[src/fpm_defines.vh]
// Shared constants of the fetch and sequencing core.
// Assumes inclusion by bare name from design files in the same folder.
`ifndef FPM_DEFINES_VH
`define FPM_DEFINES_VH
`define FPM_PHASES 4
`define FPM_PC_W 11
`define FPM_WORD_W 12
`define FPM_DATA_W 8
`define FPM_FADDR_W 7
`define FPM_USER_LO 11'h000
`define FPM_USER_HI 11'h3ff
`define FPM_RESET_VEC 11'h3ff
`define FPM_FDATA_LO 11'h400
`define FPM_FDATA_HI 11'h43f
`define FPM_CFG_LO 11'h440
`define FPM_CFG_HI 11'h7ff
`define FPM_CFG_WORD 11'h7ff
`define FPM_UID_LO 11'h440
`define FPM_UID_HI 11'h443
`define FPM_CAL_LO 11'h444
`define FPM_CAL_HI 11'h447
`define FPM_RSV_LO 11'h448
`define FPM_RSV_HI 11'h49f
`define FPM_PAGE_SIZE 512
`define FPM_NUM_SFR 16
`define FPM_NUM_GPR 67
`define FPM_BANK_SIZE 32
`define FPM_STATUS_ADDR 7'h03
`define FPM_FSR_ADDR 7'h04
`define FPM_PAGE_BIT 5
`define FPM_FSR_BANK_LO 5
`define FPM_FSR_BANK_HI 6
`define FPM_REGION_USER 3'h0
`define FPM_REGION_FDATA 3'h1
`define FPM_REGION_UID 3'h2
`define FPM_REGION_CAL 3'h3
`define FPM_REGION_RSV 3'h4
`define FPM_REGION_CFG 3'h5
`define FPM_REGION_CFGW 3'h6
`endif

[src/fpm_core.v]
// Fetch and execute sequencing core with program and data memory ports.
// Assumes program memory answers combinationally to prog_addr and the
// register file answers combinationally to data_raddr.
// What this block does
// RULE_01: Divide clock by four into four phases.
// RULE_02: Fetch: increment PC phase_one, latch phase_four.
// RULE_03: Execute: load IR phase_one, run later.
// RULE_04: Read operand phase_two, write phase_four.
// RULE_05: Fetch overlaps execute, one per cycle.
// RULE_06: PC changes take two cycles, flush prefetch.
// RULE_07: RC modes drive clock out at quarter.
// RULE_08: Eleven-bit PC, 2K twelve-bit program words.
// RULE_09: User memory 0x000-0x3FF, reset vector 0x3FF.
// RULE_10: Flash data block at 400h-43Fh.
// RULE_11: Configuration 0x440-0x7FF, word at 0x7FF.
// RULE_12: Addresses 0x448-0x49F reserved.
// RULE_13: User ID words at 0x440-0x443.
// RULE_14: Calibration backups at 0x444-0x447.
// RULE_15: One status bit selects program page.
// RULE_16: Pointer bits select data memory bank.
// RULE_17: Sixteen special, sixty-seven general registers.
// RULE_18: Working register is unaddressable 8-bit accumulator.
// RULE_19: Reset restarts phase_one, empty prefetch.
`timescale 1ns/10ps
`default_nettype none
`include "fpm_defines.vh"
module fpm_core #(
    parameter PC_W = `FPM_PC_W,
    parameter WORD_W = `FPM_WORD_W,
    parameter DATA_W = `FPM_DATA_W
) (
    input wire clk_sys,
    input wire rst,
    input wire external_rc_osc_mode,
    input wire internal_rc_osc_mode,
    output wire [PC_W-1:0] prog_addr,
    input wire [WORD_W-1:0] prog_data,
    output reg [6:0] data_raddr_ff,
    input wire [DATA_W-1:0] data_rdata,
    output reg [6:0] data_waddr_ff,
    output reg [DATA_W-1:0] data_wdata_ff,
    output reg data_we_ff,
    output wire clock_output_pin,
    output wire clock_output_en_n,
    output wire phase_one,
    output wire phase_two,
    output wire phase_three,
    output wire phase_four,
    output reg [WORD_W-1:0] instr_ff,
    output reg instr_valid_ff,
    output wire [2:0] fetch_region,
    output reg [DATA_W-1:0] work_ff
);
    localparam ST_RESET = 2'h0;
    localparam ST_RUN = 2'h1;
    localparam ST_FLUSH = 2'h2;
    // Register file depth that the bank addressing must cover.
    localparam REG_WORDS = `FPM_NUM_SFR + `FPM_NUM_GPR; // RULE_17

    wire [3:0] phase;
    wire clk_out_raw;
    reg [PC_W-1:0] pc_ff;
    reg [WORD_W-1:0] fetch_ff;
    reg fetch_valid_ff;
    reg [1:0] state_ff;
    reg [DATA_W-1:0] operand_ff;
    reg page_ff;
    reg [6:0] fsr_ff;
    reg branch_ff;
    reg [PC_W-1:0] target_ff;
    reg [DATA_W-1:0] alu_res;
    reg [6:0] nxt_raddr;
    reg is_branch;
    reg [PC_W-1:0] br_target;
    reg wr_dest;

    fpm_phase_gen u_phase (
        .clk_sys(clk_sys),
        .rst(rst),
        .phase_ff(phase),
        .clock_output_ff(clk_out_raw)
    );

    fpm_map_decode u_map (
        .addr(pc_ff),
        .region(fetch_region),
        .is_reset_vec(),
        .is_user()
    );

    assign phase_one = phase[0]; // RULE_01
    assign phase_two = phase[1];
    assign phase_three = phase[2];
    assign phase_four = phase[3];

    // Only the RC modes free the oscillator output pin for the clock.
    wire rc_mode = external_rc_osc_mode | internal_rc_osc_mode;
    assign clock_output_pin = rc_mode & clk_out_raw; // RULE_07
    assign clock_output_en_n = ~rc_mode; // RULE_07

    assign prog_addr = pc_ff; // RULE_08

    // Bank address: file address low five bits, plus pointer bank bits only when bit 4 is set.
    function [6:0] bank_addr;
        input [4:0] f;
        input [6:0] ptr;
        begin
            if (f[4] == 1'b0) begin
                bank_addr = {2'h0, f};
            end else begin
                bank_addr = {ptr[`FPM_FSR_BANK_HI:`FPM_FSR_BANK_LO], f};
            end
        end
    endfunction

    // Minimal decode: 12-bit words, top nibble picks the operation.
    // 0x0: no-op, 0x1: move file to working, 0x2: move working to file,
    // 0x3: add file to working, 0xa/0xb: jump within page (9-bit).
    always @* begin
        // Taken from the word about to execute, so the phase_two read
        // already sees this instruction's own operand address.
        nxt_raddr = bank_addr(fetch_ff[4:0], fsr_ff); // RULE_16
        is_branch = instr_valid_ff &&
            (instr_ff[11:9] == 3'h5);
        br_target = {1'b0, page_ff, instr_ff[8:0]}; // RULE_15
        wr_dest = instr_valid_ff && (instr_ff[11:8] == 4'h2);
        alu_res = work_ff;
        if (instr_ff[11:8] == 4'h3) begin
            alu_res = work_ff + operand_ff; // RULE_18
        end else if (instr_ff[11:8] == 4'h1) begin
            alu_res = operand_ff;
        end
    end

    always @(posedge clk_sys) begin
        if (rst) begin
            pc_ff <= `FPM_RESET_VEC; // RULE_09
            fetch_ff <= {WORD_W{1'b0}};
            fetch_valid_ff <= 1'b0; // RULE_19
            instr_ff <= {WORD_W{1'b0}};
            instr_valid_ff <= 1'b0;
            state_ff <= ST_RESET;
            operand_ff <= {DATA_W{1'b0}};
            work_ff <= {DATA_W{1'b0}};
            page_ff <= 1'b0;
            fsr_ff <= 7'h40;
            branch_ff <= 1'b0;
            target_ff <= {PC_W{1'b0}};
            data_raddr_ff <= 7'h00;
            data_waddr_ff <= 7'h00;
            data_wdata_ff <= {DATA_W{1'b0}};
            data_we_ff <= 1'b0;
        end else begin
            data_we_ff <= 1'b0;
            if (phase_one) begin
                // Prefetched word becomes the executing instruction.
                instr_ff <= fetch_ff; // RULE_03
                instr_valid_ff <= fetch_valid_ff && (state_ff == ST_RUN);
                data_raddr_ff <= nxt_raddr; // RULE_04
                if (branch_ff) begin
                    pc_ff <= target_ff; // RULE_06
                    branch_ff <= 1'b0;
                end else if (state_ff != ST_RESET) begin
                    // After reset the first fetch is the vector itself.
                    pc_ff <= pc_ff + 1'b1; // RULE_02
                end
            end
            if (phase_two) begin
                operand_ff <= data_rdata; // RULE_04
            end
            if (phase_three && is_branch) begin
                // Discard the word already in flight.
                branch_ff <= 1'b1; // RULE_06
                target_ff <= br_target;
                state_ff <= ST_FLUSH;
            end
            if (phase_four) begin
                fetch_ff <= prog_data; // RULE_02
                fetch_valid_ff <= 1'b1; // RULE_05
                // A flush ends only once the target word is latched.
                if (state_ff == ST_RESET ||
                    (state_ff == ST_FLUSH && !branch_ff)) begin
                    // The word just latched is good for next cycle.
                    state_ff <= ST_RUN; // RULE_19
                end
                if (wr_dest) begin
                    data_waddr_ff <= data_raddr_ff;
                    data_wdata_ff <= work_ff;
                    data_we_ff <= 1'b1; // RULE_04
                    if (data_raddr_ff == `FPM_STATUS_ADDR) begin
                        page_ff <= work_ff[`FPM_PAGE_BIT]; // RULE_15
                    end
                    if (data_raddr_ff == `FPM_FSR_ADDR) begin
                        fsr_ff <= work_ff[6:0]; // RULE_16
                    end
                end else if (instr_valid_ff) begin
                    work_ff <= alu_res; // RULE_18
                end
            end
        end
    end
endmodule
`default_nettype wire

[src/fpm_map_decode.v]
// Program address map decoder.
// Assumes an 11-bit program address from the core, purely combinational.
`timescale 1ns/10ps
`default_nettype none
`include "fpm_defines.vh"
module fpm_map_decode (
    input wire [10:0] addr,
    output reg [2:0] region,
    output wire is_reset_vec,
    output wire is_user
);
    assign is_reset_vec = (addr == `FPM_RESET_VEC);
    assign is_user = (addr <= `FPM_USER_HI);
    always @* begin
        if (addr <= `FPM_USER_HI) begin
            region = `FPM_REGION_USER;
        end else if (addr <= `FPM_FDATA_HI) begin
            region = `FPM_REGION_FDATA; // RULE_10
        end else if (addr <= `FPM_UID_HI) begin
            region = `FPM_REGION_UID; // RULE_13
        end else if (addr <= `FPM_CAL_HI) begin
            region = `FPM_REGION_CAL; // RULE_14
        end else if (addr <= `FPM_RSV_HI) begin
            region = `FPM_REGION_RSV; // RULE_12
        end else if (addr == `FPM_CFG_WORD) begin
            region = `FPM_REGION_CFGW; // RULE_11
        end else begin
            region = `FPM_REGION_CFG; // RULE_11
        end
    end
endmodule
`default_nettype wire

[src/fpm_phase_gen.v]
// Four-phase generator: one phase per input clock, four per instruction.
// Assumes clk_sys is the oscillator clock and rst is synchronous.
`timescale 1ns/10ps
`default_nettype none
`include "fpm_defines.vh"
module fpm_phase_gen (
    input wire clk_sys,
    input wire rst,
    output reg [3:0] phase_ff,
    output reg clock_output_ff
);
    // One-hot ring keeps the four phases strictly non-overlapping.
    always @(posedge clk_sys) begin
        if (rst) begin
            phase_ff <= 4'h1;
            clock_output_ff <= 1'b0;
        end else begin
            phase_ff <= {phase_ff[2:0], phase_ff[3]};
            // High across phase_three and phase_four: one cycle per four.
            clock_output_ff <= phase_ff[1] | phase_ff[2];
        end
    end
endmodule
`default_nettype wire
[config.mk]
export PLATFORM = sky130hd
export DESIGN_NAME = fpm_core
export DESIGN_NICKNAME = d
export VERILOG_FILES = /design/src/fpm_core.v /design/src/fpm_map_decode.v /design/src/fpm_phase_gen.v
export VERILOG_INCLUDE_DIRS = /design/src
export SDC_FILE = /design/constraint.sdc
export NUM_CORES = 1
export LEC_CHECK = 0
export BUFFER_PORTS_ARGS = -buffer_cell sky130_fd_sc_hd__buf_4
export CORE_MARGIN = 5
export CORE_UTILIZATION = 35
export DETAILED_ROUTE_END_ITERATION = 8
export GPL_ROUTABILITY_DRIVEN = 0
export PLACE_DENSITY_LB_ADDON = 0.08
export SLEW_MARGIN = 20
export SYNTH_ARGS = -nofsm -noshare
export SYNTH_HDL_FRONTEND = slang
export SYNTH_SLANG_ARGS = --single-unit
[constraint.sdc]
create_clock -name clk_sys -period 2.6 [get_ports clk_sys]
set_input_delay 0.65 -clock clk_sys [delete_from_list [all_inputs] [get_ports clk_sys]]
set_output_delay 0.65 -clock clk_sys [all_outputs]
set_load 0.01 [all_outputs]
* Yosys cells after proc, flatten, opt, wreduce, memory -nomap -nowiden *
Cells that the tools add are included.

word-level totals
  bits in registers = 102
  latch bits = 0
  memory bits (writable) = 0
  bits in read-only memories = 0
  input port bits = 24
  memories = 0

operators by class
  add/sub/neg operators = 2
  multiply operators = 0
  divide/modulo/power cells = 0
  magnitude comparators = 5
  eq/ne operators = 9
  shift operators = 0
  multiplexer cells = 17
  bitwise logic cells = 6
  reduce and logical (&&, ||, !) cells = 18

operator list
  kind                   number
  $le 11x11->1 const B   4
  $mux 11                2
  $mux 8                 2
  $mux 3                 5
  $add 11x1->11 const B  1
  $eq 11x11->1 const B   1
  $le 11x10->1 const B   1
  $add 8x8->8            1
  $eq 4x2->1 const B     2
  $mux 2                 4
  $reduce_bool 2->1      4
  $eq 7x2->1 const B     1
  $eq 7x3->1 const B     1
  $mux 7                 1
  $reduce_and 3->1       2
  $logic_and 1x1->1      5
  $eq 4x1->1 const B     1
  $reduce_and 2->1       2
  $reduce_and 4->1       1
  $eq 3x3->1 const B     1
  $mux 1                 3
  $not 1->1              3
  $eq 2x1->1 const B     1
  $eq 2x2->1 const B     1
  6 further kinds        7

* Depth between registers and ports, before layout *
  word-level depth = 7
  depth in mapped cells = 8
  mapped depth without buffers = 8

* Cells and area by module *
From an unflattened synthesis, not the netlist that was laid out.

second synthesis, totals
  cell total of the unflattened synthesis = 476
  area, all modules = 4191.5 sq um

by module, submodules not included
  module          times used  cells each  area an instance (sq um)  seq. area each (sq um)
  fpm_core        1           448         3903.7                    1741.7
  fpm_map_decode  1           18          152.6                     0.0
  fpm_phase_gen   1           10          135.1                     100.1

* Worst setup path after synthesis *
Ideal clock, no wire load.

  path type = register to output
  start point = register pc_ff[0] (netlist: prog_addr[0])
  end point = output port fetch_region[0]
  arrival = 1.805 ns
  required time = 1.950 ns
  path slack = 0.145 ns
  cell stages (with the launch flop) = 6
  path buffers = 0
  cell sequence = dfxtp_1 > ha_1 > nand3_1 > or4_1 > a311oi_1 > o21ai_0

on the way
  longest elaborated chain between the ends = 7
  elaborated cells on any way between the ends = 12
  those cells by class = order compare: 5; eq/ne: 1; mux: 6

RTL lines
  what                                                  RTL line             text
  from (decl)                                           fpm_core.v:62        reg [PC_W-1:0] pc_ff;
  from (signal assigned)                                fpm_core.v:137       pc_ff <= `FPM_RESET_VEC;
  from (signal assigned)                                fpm_core.v:161       pc_ff <= target_ff;
  from (signal assigned)                                fpm_core.v:165       pc_ff <= pc_ff + 1'b1;
  branches (longest 6 deep; another with $le 11x11->1)  n/a
  $mux 3 (*)                                            fpm_map_decode.v:15  if (addr <= `FPM_USER_HI) begin
  to (decl)                                             fpm_core.v:51        output wire [2:0] fetch_region,

Every way passes the cells marked *.

* Final worst setup path *
Same ends and word-level chain as after synthesis.

==> metrics.md <==
| Metric | Value |
|---|---|
| IO buf count | `87` |
| Number of fill cells | `1154` |
| H-Tree Depth | `3` |
| Fin nets | `590` |
| Maximum VDD drop | `0.261 mV` |
| Leading area contributor after synthesis | `dfxtp_1` |
| Max Fclk | `393 MHz` |
| Unrepaired setup endpoints after global routing | `true` |
| Routed vias/inst | `5.23` |
| Worst hold path type | `flip-flop to flip-flop` |
| Initial antenna violation count | `0` |
| Post-DR wirelength/cell | `15.7 microns` |
| Cell Rows | `39` |
| Die height | `118 microns` |
| Ys flop type | `dfxtp_1` |
| Detail Placement HPWL | `7.66 mm` |
| Final Max Slew Viols | `0` |
| Syn Inst Count | `473` |
| Synthesized area | `4110 sq um` |
| CP Max Fanout | `3` |
| Syn nets | `506` |
| DR vias | `3681` |
| Crit path max-delay family | `simple AND/OR/NAND/NOR gates` |
| Setup Crit Path Kind | `flip-flop to primary output` |
| Starting Density | `35.8%` |
| TritonCTS clock tree | `built` |
| Largest net degree at the start of global routing | `51` |
| Post-synthesis cell type count | `52` |
| Post-DP Area | `4920 sq um` |
| Hold_buf cts | `0` |
| Clock sink count | `92` |
| Clk pin slew, worst setup/hold paths | `0.06 ns` |
| Area Growth Syn to Fin | `28.2%` |
| Post-synthesis sequential area ratio | `44.8%` |
| Hold Crit Start | `data_wdata_ff[3]$_SDFFE_PP0P_` |
| End of the worst hold path | `data_wdata_ff[3]$_SDFFE_PP0P_` |
| Syn Area/Cell | `8.69 sq um` |
| Die W | `118 microns` |
| Critical path endpoint category | `primary output` |
| Element type at the critical path start | `flip-flop` |
| Fin. Hold Viols | `0` |
| First-pass GRT wire length | `18.4 mm` |
| Worst Path Required | `1.95 ns` |
| Static Leak | `2.33 nW` |
| Total Wirelength | `11.1 mm` |
| DR pass1 iterations | `4` |
| Critical R2R Capture | `page_ff$_SDFFE_PP0P_` |
| Final setup violation count | `0` |
| Die area | `14000 sq um` |
| PD cells | `576 nW/um^2` |
| Number of instances on the worst hold path | `2` |
| FF-to-FF setup slack | `0.60 ns` |
| Final Cycle Share | `97.8%` |
| Worst R2R Start | `instr_ff[9]$_SDFFE_PP0P_` |
| Core ar. | `11500 sq um` |
| # diodes | `0` |
| Fin area | `5270 sq um` |
| Root buf cell | `clkbuf_16` |
| Worst skew pair latency | `0.33 ns` |
| Num ports | `88` |
| Post-DRT Antenna Nets | `0` |
| Iteration-0 DRC Markers | `224` |
| Rel. slew slack | `55.1%` |
| Worst-margin pin slew | `0.668 ns` |
| Vias in the first global route | `3480` |
| Yosys top cell area share | `44.8%` |
| Status | `completed` |
| Total Routing Usage GR | `15.8%` |
| Asr flop ratio synth | `0%` |
| Crit path time final | `2.54 ns` |
| Max Cap Viol | `0` |
| DRC violations left | `0` |
| Power, Total | `0.00303 W` |
| Worst path cell trace | `ha_4 > nand3_2 > or4_4 > a311oi_2 > o21ai_1 > buf_4` |
| EDFF count, synth | `0` |
| YS warnings | `0` |
| Max Root-Sink Buffers | `2` |
| CP max stage delay | `0.51 ns` |
| Slowest cell on the critical path | `or4_4` |
| Worst Path Arrival | `1.89 ns` |
| Cell count of the worst reg-to-reg path | `5` |
| CTS Buf Count | `9` |
| Fraction of layout cells with a size suffix above 1 | `24.8%` |
| Remaining Overflow, GRT | `0` |
| Yosys reg bits | `92` |
| Ranking of synthesized cells by area | `dfxtp_1 (45%), mux2i_1 (12%), nor2_1 (6.0%)` |
| Worst Skew | `0.00520 ns` |
| WP buf/inv | `1` |
-- worst reg2reg max path: cells and delay by family, from the launching register on --
family           cells  cell delay (ns)
AND/OR/NAND/NOR      4             1.15
flip-flops           1             0.49
multiplexers         1             0.23
-- cell usage in the layout (no fill, tap or decap), drive strengths merged, types with 3 or more instances in the layout --
master / count
buf: 105
nand2b: 6
mux2i: 48
or2: 3
a31oi: 4
or4: 4
nand4: 3
o2111ai: 4
clkbuf: 11
a211oi: 5
a311oi: 3
dfxtp: 92
nor2b: 7
nand3: 11
clkinv: 3
a21oi: 38
nor3: 9
inv: 12
nand2: 54
nor4: 9
o31ai: 3
o211ai: 4
ha: 8
o22ai: 8
nor2: 66
o21ai: 12
-- power by group --
part	leakage [nW]	switching (W)	internal (W)
logic	1.44	0.000122	0.000123
clock network	0.151	0.000528	0.000790
registers	0.742	0.0000353	0.00144
total	2.33	0.000685	0.00235
-- worst max path at each step --
stage / startpoint / endpoint / slack (ns) / cells after the start
3_5_place_dp: prog_addr[0]$_SDFFE_PP1P_ / fetch_region[0] / 0.19 / 6
4_1_cts: prog_addr[8]$_SDFFE_PP1P_ / fetch_region[0] / 0.006 / 5
5_1_grt: prog_addr[1]$_SDFFE_PP1P_ / fetch_region[0] / -0.02 / 7
6_report: prog_addr[0]$_SDFFE_PP1P_ / fetch_region[0] / 0.06 / 6
3_3_place_gp: prog_addr[0]$_SDFFE_PP1P_ / fetch_region[0] / 0.24 / 6
2_1_floorplan: prog_addr[0]$_SDFFE_PP1P_ / fetch_region[0] / 0.15 / 5
-- Yosys cell counts (7+ instances only) --
library cell and n:
nor4_1 9, o21ai_0 12, nor2_1 66, nor2b_1 7
dfxtp_1 92, nand3_1 11, clkbuf_1 21, o22ai_1 8
nor3_1 9, a21oi_1 38, mux2i_1 48, ha_1 8
nand2_1 53, inv_1 12
-- cell type report --
type	count	area (sq um)	share of cell area, %
multi-input combinational	337	2100	40.0
inverter	12	45.0	0.855
tap	143	179	3.40
clock buffer	11	253	4.80
clock inverter	4	48.8	0.926
timing repair buffer	105	788	15.0
sequential	92	1850	35.1
-- routing by layer --
metal / wire length (microns) / global-route usage, %
met2: 4730 / 23.0
met5: 0 / 0
met1: 5620 / 23.2
met3: 626 / 4.06
met4: 100 / 4.23
-- through the flow --
step                      hold WS (ns)  std cells  setup TNS, ns  utilization, %  worst slack [ns]
final                            0.457        704              0            45.9            0.0573
after global routing             0.485        704        -0.0232            45.9           -0.0232
after CTS                        0.459        703              0            45.6           0.00643
after detailed placement         0.450        687              0            42.9             0.191
after global placement           0.443        687              0            42.9             0.236
after floorplan                  0.441        473              0               -             0.145
-- cell families (layout without fill, tap and decap cells) --
group           Yosys count  after routing  share of synthesized area [%]
flops                    92             92                           44.8
mux                      49             49                           12.0
fa+ha+maj                 9              9                           2.92
compound gates           93             93                           14.1
buf+inv                  44            132                           4.78
simple gates            186            186                           21.4
-- flip-flops by register name, indices dropped and copies added, names as in the netlist, 4 cells and up --
register and flops:
fetch_ff 12, prog_addr 11, target_ff 10, data_wdata_ff 8, operand_ff 8, work_ff 8, data_raddr_ff 7, data_waddr_ff 7
instr_ff 7, u_phase.phase_ff 4
-- what timing repair did --
item | in CTS | in global routing
setup endpoints to repair | 2 | 2
setup buffers | 1 | 1
pin swaps | 2 | 5
gates resized for setup | 2 | 11
(Power assumes the default switching activity.)
